===== src/rtl/fm_pkg.sv =====
// fm_pkg: constants, carriers and state types of the thermal alert block
// assumes: one core clock; pins reach the logic only through fm_sync
package fm_pkg;
	// two-wire link addressing and command pointer
	localparam logic [6:0] ARA_ADDR   = 7'h0C;
	localparam logic [7:0] PTR_RST    = 8'h01;
	localparam logic [3:0] LAST_BIT   = 4'h7;

	// command codes
	localparam logic [7:0] CMD_RTEMP  = 8'h01;
	localparam logic [7:0] CMD_RSTAT  = 8'h02;
	localparam logic [7:0] CMD_RCFG   = 8'h03;
	localparam logic [7:0] CMD_RHI    = 8'h07;
	localparam logic [7:0] CMD_RLOW   = 8'h08;
	localparam logic [7:0] CMD_WCFG   = 8'h09;
	localparam logic [7:0] CMD_WHI    = 8'h0D;
	localparam logic [7:0] CMD_WLOW   = 8'h0E;
	localparam logic [7:0] CMD_RCRIT  = 8'h10;
	localparam logic [7:0] CMD_RDUTY  = 8'h13;
	localparam logic [7:0] CMD_WCRIT  = 8'h18;
	localparam logic [7:0] CMD_WDUTY  = 8'h1B;
	localparam logic [7:0] CMD_RMFG   = 8'hFE;
	localparam logic [7:0] CMD_RDEV   = 8'hFF;

	// reset values and fixed codes
	localparam logic [7:0] CFG_RST    = 8'h02;
	localparam logic [7:0] HI_RST     = 8'h7F;
	localparam logic [7:0] LO_RST     = 8'hC9;
	localparam logic [7:0] CRIT_RST   = 8'h64;
	localparam logic [7:0] FAULT_CODE = 8'h7F;
	localparam logic [7:0] FAN_FULL   = 8'hFF;

	// field positions in the configuration byte
	localparam int CFG_MASK  = 7;
	localparam int CFG_FANON = 2;

	typedef enum logic [6:0] {
		PH_IDLE  = 7'h01,
		PH_ADDR  = 7'h02,
		PH_ACKD  = 7'h04,
		PH_ACKH  = 7'h08,
		PH_RX    = 7'h10,
		PH_TX    = 7'h20,
		PH_TXACK = 7'h40
	} fm_phase_e;

	// pins that cross into the core clock together
	typedef struct packed {
		logic       scl;
		logic       sda;
		logic       gp2;
		logic       gp1;
		logic [6:0] addr;
	} fm_pins_s;

	typedef struct packed {
		fm_pins_s meta;
		fm_pins_s stable;
	} fm_sync_s;

	typedef struct packed {
		logic [7:0] level;
	} fm_fan_s;

	typedef struct packed {
		fm_phase_e  phase;
		logic       scl_p;
		logic       sda_p;
		logic [3:0] bits;
		logic [7:0] shift;
		logic       rw;
		logic       ara;
		logic       wr_data;
		logic [7:0] ptr;
		logic [7:0] cfg;
		logic [7:0] hi;
		logic [7:0] lo;
		logic [7:0] crit;
		logic [7:0] duty;
		logic [7:0] temp;
		logic       fault;
		logic       hi_arm;
		logic       lo_arm;
		logic       hi_flag;
		logic       lo_flag;
		logic       alert;
		logic       crit_latch;
		logic [1:0] gp_p;
		logic [2:0] gp_ok; // shifts in ones after reset, top bit arms the pin edge detector
		logic       sda_oe;
		logic       alert_oe;
		logic       crit_out;
	} fm_state_s;

	localparam fm_state_s ST_RST = '{phase: PH_IDLE, ptr: PTR_RST, cfg: CFG_RST, hi: HI_RST,
		lo: LO_RST, crit: CRIT_RST, hi_arm: 1'b1, lo_arm: 1'b1, default: '0};

	// signed two's-complement greater-than on temperature codes
	function automatic logic fm_sgt(input logic [7:0] a, input logic [7:0] b);
		return $signed(a) > $signed(b);
	endfunction : fm_sgt
endpackage : fm_pkg


===== src/rtl/fm_alert_ctl.sv =====
// fm_alert_ctl: latched alarm, alert response slave and fan override
// assumes: conversion engine gives same-clock start/done pulses and result;
// link and pin inputs are asynchronous and pass fm_sync first
`timescale 1ns/10ps
module fm_alert_ctl #(
	parameter logic [7:0] MFG_CODE = 8'hA5, // arbitrary value
	parameter logic [7:0] DEV_CODE = 8'h3C  // arbitrary value
) (
	input  wire logic       core_clk,
	input  wire logic       rstn,
	input  wire logic       smb_clk_i,
	input  wire logic       smb_data_i,
	output logic            smb_data_o,
	output logic            smb_data_oe,
	output logic            alert_n_o,
	output logic            alert_n_oe,
	input  wire logic       gp_pin_one,
	input  wire logic       gp_pin_two,
	input  wire logic [6:0] slave_addr_i,
	input  wire logic       conv_start,
	input  wire logic       conv_done,
	input  wire logic [7:0] conv_result,
	input  wire logic       diode_fault_det,
	input  wire logic       diode_tiny_diff,
	output logic            critical_thermostat_out,
	output logic [7:0]      temp_data,
	output logic [7:0]      fan_level
);
	fm_pkg::fm_state_s st_q;
	fm_pkg::fm_state_s st_d;
	fm_pkg::fm_pins_s  pins_raw;
	fm_pkg::fm_pins_s  pin;
	logic              scl_rise;
	logic              scl_fall;
	logic              start_c;
	logic              stop_c;
	logic              gp_edge;
	logic [7:0]        shift_in;
	logic [7:0]        conv_res;
	logic              hi_ex;
	logic              lo_ex;
	logic              ara_done;
	logic              wr_hi;
	logic              wr_duty;
	logic              fan_force;

	// register read mux, pointer selects the byte
	function automatic logic [7:0] rd_byte(input fm_pkg::fm_state_s s);
		case (s.ptr)
			fm_pkg::CMD_RTEMP: rd_byte = s.temp;
			fm_pkg::CMD_RSTAT: rd_byte = {3'h0, s.hi_flag, s.lo_flag, s.fault, s.gp_p};
			fm_pkg::CMD_RCFG:  rd_byte = s.cfg;
			fm_pkg::CMD_RHI:   rd_byte = s.hi;
			fm_pkg::CMD_RLOW:  rd_byte = s.lo;
			fm_pkg::CMD_RCRIT: rd_byte = s.crit;
			fm_pkg::CMD_RDUTY: rd_byte = s.duty;
			fm_pkg::CMD_RMFG:  rd_byte = MFG_CODE;
			fm_pkg::CMD_RDEV:  rd_byte = DEV_CODE;
			default:           rd_byte = 8'h00;
		endcase
	endfunction : rd_byte

	// all pins cross together
	assign pins_raw = '{scl: smb_clk_i, sda: smb_data_i, gp2: gp_pin_two, gp1: gp_pin_one,
		addr: slave_addr_i};

	fm_sync fm_sync_inst (
		.core_clk (core_clk),
		.rstn     (rstn),
		.din      (pins_raw),
		.dout     (pin)
	);

	// link events seen on the core clock, using the stable stage only
	assign scl_rise = pin.scl & ~st_q.scl_p;
	assign scl_fall = ~pin.scl & st_q.scl_p;
	assign start_c  = pin.scl & st_q.scl_p & st_q.sda_p & ~pin.sda;
	assign stop_c   = pin.scl & st_q.scl_p & ~st_q.sda_p & pin.sda;
	assign shift_in = {st_q.shift[6:0], pin.sda};

	// either edge on either general-purpose pin; gp_ok waits out the synchroniser
	// so that a pin idling high is not taken for an edge after reset
	assign gp_edge = st_q.gp_ok[2] & ((pin.gp1 ^ st_q.gp_p[0]) | (pin.gp2 ^ st_q.gp_p[1]));

	// a faulty diode replaces the result with the top code
	assign conv_res = st_q.fault ? fm_pkg::FAULT_CODE : conv_result;
	assign hi_ex    = fm_pkg::fm_sgt(conv_res, st_q.hi);
	assign lo_ex    = fm_pkg::fm_sgt(st_q.lo, conv_res);

	// next state: conversion, link, then alert latch so set beats clear
	always_comb
	begin
		st_d     = st_q;
		ara_done = 1'b0;
		wr_hi    = 1'b0;
		wr_duty  = 1'b0;
		st_d.scl_p = pin.scl;
		st_d.sda_p = pin.sda;
		st_d.gp_p  = {pin.gp2, pin.gp1};
		st_d.gp_ok = {st_q.gp_ok[1:0], 1'b1};

		// fault check at the start of every conversion
		if (conv_start)
			st_d.fault = diode_fault_det | diode_tiny_diff;

		// once per completed conversion, never stalled by the alert
		if (conv_done)
		begin
			st_d.temp       = conv_res;
			st_d.hi_flag    = hi_ex;
			st_d.lo_flag    = lo_ex;
			st_d.crit_latch = fm_pkg::fm_sgt(conv_res, st_q.crit);
			if (hi_ex)
				st_d.hi_arm = 1'b0;
			if (lo_ex)
				st_d.lo_arm = 1'b0;
		end

		// byte-level slave on the two-wire link
		case (st_q.phase)
			fm_pkg::PH_ADDR:
			begin
				if (scl_rise)
				begin
					st_d.shift = shift_in;
					st_d.bits  = st_q.bits + 4'h1;
					if (st_q.bits == fm_pkg::LAST_BIT)
					begin
						st_d.rw  = pin.sda;
						st_d.ara = 1'b0;
						if (st_q.shift[6:0] == pin.addr)
							st_d.phase = fm_pkg::PH_ACKD;
						else if (st_q.shift[6:0] == fm_pkg::ARA_ADDR && pin.sda && st_q.alert)
						begin
							st_d.ara   = 1'b1;
							st_d.phase = fm_pkg::PH_ACKD;
						end
						else
							st_d.phase = fm_pkg::PH_IDLE;
					end
				end
			end
			fm_pkg::PH_ACKD:
			begin
				if (scl_fall)
				begin
					st_d.sda_oe = 1'b1;
					st_d.phase  = fm_pkg::PH_ACKH;
				end
			end
			fm_pkg::PH_ACKH:
			begin
				if (scl_fall)
				begin
					st_d.bits = 4'h0;
					if (st_q.rw)
					begin
						// response byte carries our address with bit 0 high
						st_d.shift  = st_q.ara ? {pin.addr, 1'b1} : rd_byte(st_q);
						st_d.sda_oe = ~st_d.shift[7];
						st_d.phase  = fm_pkg::PH_TX;
					end
					else
					begin
						st_d.sda_oe = 1'b0;
						st_d.phase  = fm_pkg::PH_RX;
					end
				end
			end
			fm_pkg::PH_RX:
			begin
				if (scl_rise)
				begin
					st_d.shift = shift_in;
					st_d.bits  = st_q.bits + 4'h1;
					if (st_q.bits == fm_pkg::LAST_BIT)
					begin
						st_d.phase = fm_pkg::PH_ACKD;
						st_d.bits  = 4'h0;
						if (!st_q.wr_data)
						begin
							st_d.ptr     = shift_in;
							st_d.wr_data = 1'b1;
						end
						else
						begin
							// rewriting a limit re-arms only that limit
							case (st_q.ptr)
								fm_pkg::CMD_WCFG:  st_d.cfg = shift_in;
								fm_pkg::CMD_WHI:
								begin
									st_d.hi     = shift_in;
									st_d.hi_arm = 1'b1;
									wr_hi       = 1'b1;
								end
								fm_pkg::CMD_WLOW:
								begin
									st_d.lo     = shift_in;
									st_d.lo_arm = 1'b1;
								end
								fm_pkg::CMD_WCRIT: st_d.crit = shift_in;
								fm_pkg::CMD_WDUTY:
								begin
									st_d.duty = shift_in;
									wr_duty   = 1'b1;
								end
								default:           st_d.cfg = st_q.cfg;
							endcase
						end
					end
				end
			end
			fm_pkg::PH_TX:
			begin
				if (scl_rise)
				begin
					st_d.bits = st_q.bits + 4'h1;
					// released a one but the line reads low: a lower address won
					if (st_q.ara && !st_q.sda_oe && !pin.sda)
						st_d.phase = fm_pkg::PH_IDLE;
					else if (st_q.bits == fm_pkg::LAST_BIT)
					begin
						ara_done   = st_q.ara;
						st_d.phase = fm_pkg::PH_TXACK;
					end
				end
				else if (scl_fall)
				begin
					st_d.shift  = {st_q.shift[6:0], 1'b0};
					st_d.sda_oe = ~st_q.shift[6];
				end
			end
			fm_pkg::PH_TXACK:
			begin
				// master acknowledge is not needed; release and wait
				if (scl_fall)
				begin
					st_d.sda_oe = 1'b0;
					st_d.phase  = fm_pkg::PH_IDLE;
				end
			end
			default:
			begin
				st_d.phase = fm_pkg::PH_IDLE;
			end
		endcase

		// start and stop override any phase
		if (start_c)
		begin
			st_d.phase   = fm_pkg::PH_ADDR;
			st_d.bits    = 4'h0;
			st_d.sda_oe  = 1'b0;
			st_d.wr_data = 1'b0;
		end
		else if (stop_c)
		begin
			st_d.phase  = fm_pkg::PH_IDLE;
			st_d.sda_oe = 1'b0;
		end

		// alert latch: response clear first, then any new event wins
		if (ara_done)
			st_d.alert = 1'b0;
		if (conv_done && ((hi_ex && st_q.hi_arm) || (lo_ex && st_q.lo_arm) || st_q.fault))
			st_d.alert = 1'b1;
		if (gp_edge)
			st_d.alert = 1'b1;

		// critical compare feeds its own output and the fan override, never the alert
		st_d.crit_out = st_q.crit_latch;
		st_d.alert_oe = st_q.alert & ~st_q.cfg[fm_pkg::CFG_MASK];
	end

	always_ff @(posedge core_clk or negedge rstn)
	begin
		if (!rstn)
			st_q <= fm_pkg::ST_RST;
		else
			st_q <= st_d;
	end

	// override follows the latch directly, so it ends when the latch does
	assign fan_force = st_q.cfg[fm_pkg::CFG_FANON] & st_q.crit_latch;

	fm_fan_drive fm_fan_drive_inst (
		.core_clk   (core_clk),
		.rstn       (rstn),
		.force_full (fan_force),
		.duty       (st_q.duty),
		.fan_level  (fan_level)
	);

	// open-drain pins only ever pull low
	assign smb_data_o              = 1'b0;
	assign alert_n_o               = 1'b0;
	assign smb_data_oe             = st_q.sda_oe;
	assign alert_n_oe              = st_q.alert_oe;
	assign critical_thermostat_out = st_q.crit_out;
	assign temp_data               = st_q.temp;
endmodule : fm_alert_ctl


===== src/rtl/fm_fan_drive.sv =====
// fm_fan_drive: fan level selector with the critical override
// assumes: duty and force come from the core clock domain
`timescale 1ns/10ps
module fm_fan_drive (
	input  wire logic       core_clk,
	input  wire logic       rstn,
	input  wire logic       force_full,
	input  wire logic [7:0] duty,
	output logic [7:0]      fan_level
);
	fm_pkg::fm_fan_s st_q;
	fm_pkg::fm_fan_s st_d;

	// override never touches the stored duty, only the output
	always_comb
	begin
		st_d.level = force_full ? fm_pkg::FAN_FULL : duty;
	end

	always_ff @(posedge core_clk or negedge rstn)
	begin
		if (!rstn)
			st_q <= '0;
		else
			st_q <= st_d;
	end

	assign fan_level = st_q.level;
endmodule : fm_fan_drive


===== src/rtl/fm_sync.sv =====
// fm_sync: two-flop synchroniser for every pin of the block
// assumes: pins are asynchronous to core_clk; only the second stage is read
`timescale 1ns/10ps
module fm_sync (
	input  wire logic             core_clk,
	input  wire logic             rstn,
	input  wire fm_pkg::fm_pins_s din,
	output fm_pkg::fm_pins_s      dout
);
	fm_pkg::fm_sync_s st_q;
	fm_pkg::fm_sync_s st_d;

	// first stage feeds only the second
	always_comb
	begin
		st_d.meta   = din;
		st_d.stable = st_q.meta;
	end

	always_ff @(posedge core_clk or negedge rstn)
	begin
		if (!rstn)
			st_q <= '0;
		else
			st_q <= st_d;
	end

	assign dout = st_q.stable;
endmodule : fm_sync


===== config.mk =====
export PLATFORM = sky130hd
export DESIGN_NAME = fm_alert_ctl
export DESIGN_NICKNAME = d
export VERILOG_FILES = /design/src/rtl/fm_pkg.sv /design/src/rtl/fm_alert_ctl.sv /design/src/rtl/fm_fan_drive.sv /design/src/rtl/fm_sync.sv
export SDC_FILE = /design/constraint.sdc
export NUM_CORES = 1
export LEC_CHECK = 0
export ABC_AREA = 1
export BUFFER_PORTS_ARGS = -buffer_cell sky130_fd_sc_hd__clkbuf_2
export CORE_UTILIZATION = 30
export CTS_CLUSTER_DIAMETER = 150
export DETAILED_ROUTE_END_ITERATION = 16
export PLACE_DENSITY = 0.43
export SLEW_MARGIN = 20
export SYNTH_ARGS = -nofsm -noshare
export SYNTH_HDL_FRONTEND = slang
export SYNTH_HIERARCHICAL = 1
export SYNTH_SLANG_ARGS = --single-unit

===== constraint.sdc =====
create_clock -name core_clk -period 3.9 [get_ports core_clk]
set_input_delay 0.195 -clock core_clk [delete_from_list [all_inputs] [get_ports core_clk]]
set_output_delay 0.195 -clock core_clk [all_outputs]
set_load 0.005 [all_outputs]

After elaboration in Yosys (flattened, before gate mapping)

Index checks and enable logic that the tools add are counted.

Add/sub/neg operators: 1
Multiply operators: 0
Div/mod/pow operators: 0
Magnitude comparators: 3
Eq/ne operators: 44
Shift operators: 0
Multiplexer cells: 72
Bitwise operators: 22
Reduce and logical (&&, ||, !) cells: 30

Operators by type and width:

| kind                 | number |
|---|---|
| $mux W49             | 3 |
| $mux W8              | 15 |
| $mux W7              | 13 |
| $pmux W8 S9          | 1 |
| $pmux W12 S4         | 1 |
| $pmux W7 S6          | 1 |
| $mux W40             | 1 |
| $ne A4 B4 Y1 const B | 10 |
| $eq A8 B4 Y1 const B | 4 |
| $eq A8 B5 Y1 const B | 4 |
| $reduce_and A5 Y1    | 6 |
| $gt A8 B8 Y1         | 3 |
| $mux W12             | 2 |
| $mux W1              | 22 |
| $eq A8 B2 Y1 const B | 2 |
| $eq A8 B8 Y1 const B | 2 |
| $mux W4              | 4 |
| $eq A7 B4 Y1 const B | 2 |
| $mux W14             | 1 |
| $ne A2 B2 Y1 const B | 6 |
| $ne A3 B3 Y1 const B | 4 |
| $and A1 B1 Y1        | 10 |
| $mux W2              | 5 |
| $reduce_and A9 Y1    | 1 |
| 29 further kinds     | 49 |

Bits in registers: 124
Latch bits: 0
Memory bits (writable): 0
ROM bits: 0
Word-level logic and storage cells: 210
Memories kept: 0

Depth between registers and ports, before layout

Depth in word-level cells: 12
Gate-level depth with buffers: 15

Modules after synthesis

Netlist, hierarchy kept.

By module, submodules not included:

| module       | times used | cells each | area each (um^2) |
|---|---|---|---|
| fm_alert_ctl | 1          | 804        | 5,898.2 |
| fm_sync      | 1          | 22         | 550.5 |
| fm_fan_drive | 1          | 25         | 264.0 |

Least setup slack after synthesis

Ideal clock, no wire load.

Kind: reg2reg
Start: register st_q[14] in the netlist's numbering
End: register st_q[13] in the netlist's numbering
Data arrival time: 1,746 ps
Data required time: 3,823 ps
Path slack: 2,077 ps
Stages on the path, launching flop included: 16
Buffers on the path: 1
Cells stage by stage: dfrtp_1 buf_2 inv_1 nand2_1 inv_1 ha_1 nand2_1 inv_1 o21ai_0 nor2_1 nor3_1 nand2_1 nand2_1 nand3_1 nand2_1 nand2_1

RTL lines:

| item                     | RTL line            | RTL |
|---|---|---|
| start: declaration       | fm_alert_ctl.sv:29  | `fm_pkg::fm_state_s st_q;` |
| start signal: assignment | fm_alert_ctl.sv:278 | `st_q <= fm_pkg::ST_RST;` |
| start signal: assignment | fm_alert_ctl.sv:280 | `st_q <= st_d;` |

==> flow_summary.ini <==
[run_status]
status = completed

[yosys]
synth-edff-count = 0
synthTopCellsByArea = dfrtp_1 39%, nand2_1 14%, dfstp_2 7.4%
synth_top_area_cell = dfrtp_1
synth-seq-cells = 124
ys_seq_area_frac = 0.466
synth.most_common_cell = nand2_1
synth.avg_cell_area_um2 = 7.89
async_reset_ff_frac = 1.00
synthFlopType = dfrtp_1
synth_top_cell_area_share = 0.391
ys_types = 46
yosys_warnings = 6
postSynthCellCount = 851
syn-cell-area_um2 = 6710
synth_commonest_cells = 252 x nand2_1, 105 x dfrtp_1, 93 x nor2_1, 87 x inv_1, 63 x nand3_1

[clock_network]
htreeDepth = 4
cts_resized = 0
tritoncts = done
cts_max_path_buffers = 2
clock_sinks = 124
cts_hold_buf = 14
cts_root_buf = clkbuf_16
cts_made_buffers = 17
cts_setup_buffers = 0
clkTransAtPathRegs_ps = 60
clk_latency_ps = 420

[critical_path]
worstRegToRegCells = 13
cp_max_fo = 9
cp.arrival_ps = 2660
critical-path-max-stage-delay_ps = 590
critPathBufInv = 3
critical_path_class = reg2reg
setup.worst_path.end_class = register
cpMaxStageDelayCell = dfrtp_1
crit_family = simple AND/OR/NAND/NOR gates
path_common_cell = nand2_1
path_depth = 13
required_ps = 4240
start_kind = register
path_cells = inv_1 -> nand2_1 -> inv_1 -> ha_1 -> nand2_1 -> inv_1 -> o21ai_0 -> nor2_1 -> nor3_1 -> nand3_1 -> nand3_1 -> nand2_1 -> nand2_1

[timing]
final.min_clock_period_ps = 2320
hold_viol_final = 0
worst_pin_slew_ps = 975
hold_ws_ps = 42.0
slew-limit-headroom = 0.350
finalMaxSlewViolations = 0
skew_ps = 10.5
period_share = 0.595
setup_viol = 0
timing.fmax_mhz = 431
setup_slack_ps = 1580
rsz0062_at_grt = false
fin_tns_setup_ps = 0

[final_layout]
fin_nets = 936
design_area_um2 = 7820
layout-area-overhead-vs-synth_pct = 16.4
diodes = 0
fin_cells = 1196
post_route_cells_drive_above_1_share = 0.184

[placement]
dpl.hpwl_mm = 13.9
io_buffers = 43
place_congestion = 0.852
pre_cts_ws_ps = 1600
dpl_cell_area_um2 = 7100
placedCellCount = 1150

[global_route]
grt_pass1_vias = 5360
grt_usage = 0.176
grt_pass1_wl_mm = 30.1
grt_overflow = 0
antenna_found_initial = 0
grt_max_degree = 101

[detailed_routing]
ant_nets = 0
drtIter0Drc = 370
drtPass1Iterations = 4
post_drt_via_cell_ratio = 4.58
wirelength_mm = 18.8
wl_per_cell_um = 15.7
via_count = 5477
post-route-drc-count = 0

[floorplan]
ios = 46
die_y_um = 152
rows = 54
start_util = 0.307
die_area_um2 = 23000
dieWidth_um = 152
core_um2 = 21900

[pwr]
ir_worst_vdd_mv = 0.290
total_leakage_power_nw = 3.70
powerDensity_nw_per_um2 = 404

[worst_hold_path]
hold_class = in2reg
worstHoldPathCells = 3

[run]
cap_violations = 0
## stage by stage
stage           util  power (mW)
5_1_grt        0.357        3.29
2_1_floorplan      -        1.53
3_5_place_dp   0.324        1.64
3_3_place_gp   0.324        1.64
6_report       0.357        3.16
4_1_cts        0.357        3.20
## worst reg2reg max path, cell delays in order, from the launching register on
cell,delay [ps]
dfrtp_1,590
inv_1,250
nand2_1,170
inv_1,90
ha_1,330
nand2_1,90
inv_1,50
o21ai_0,60
nor2_1,70
nor3_1,200
nand3_1,140
nand3_1,120
nand2_1,60
nand2_1,50
## cells in the final DEF, fill, tap and decap left out, types with 11 or more instances in the layout
master	n
a21oi_1	11
clkbuf_16	17
clkbuf_2	42
dfrtp_1	105
dfstp_2	19
dlygate4sd3_1	14
inv_1	87
inv_2	12
nand2_1	252
nand3_1	63
nor2_1	93
nor2_4	12
o21ai_0	34
o21ai_1	22
o21ai_2	16
## layer usage
| layer | vias to the layer above | track usage | part of all wire |
|---|---|---|---|
| met5 | - | 0 | 0 |
| met4 | 0 | 0.0371 | 0.0081 |
| met3 | 12 | 0.0350 | 0.033 |
| met2 | 92 | 0.287 | 0.46 |
| met1 | 2576 | 0.241 | 0.50 |
| li1 | 2797 | - | - |
## report_power, final
group	leakage, nW	total, mW	switching, mW	internal (mW)
clock	0.264	1.53	0.590	0.943
sequential	1.55	1.38	0.0470	1.33
combinational	1.88	0.241	0.161	0.0800
## cell type report
cell class                 instances  area, um^2
clock buffer                      23         488
clock inverter                     9        88.8
fill                            2374       14100
inverter                          99         372
multi-input combinational        603        3020
sequential                       124        3130
tap                              280         350
timing repair buffer              58         369
## state kept, by name, indices dropped and copies added, names as in the netlist
name and cells:
st_q 73, shift_in 7, fm_sync_inst/dout 11, smb_data_oe 1
temp_data 8, fm_sync_inst/st_d 11, st_d 3, fm_fan_drive_inst/fan_level 8
alert_n_oe 1, critical_thermostat_out 1
## cell families after synthesis
group	synth area share
other	0.00112
buffers and inverters	0.0846
DFF	0.466
AOI/OAI and AO/OA	0.0908
and+or+nand+nor	0.326
xor gates and xnor gates	0.0170
adders and majority gates	0.0149
## path summary, 6_finish.rpt
check | start | end | slack (ps)
setup / recovery | st_q[14] | st_q[13] | 1580
max in group asynchronous | rstn | st_q[39] | 2550
min in group asynchronous | rstn | critical_thermostat_out | 410
hold reg to reg | st_d[5] | st_q[5] | 340
hold / removal | conv_done | st_d[0] | 40
setup reg to reg | st_q[14] | st_q[13] | 1580
Power figures use the tool's default switching activity.
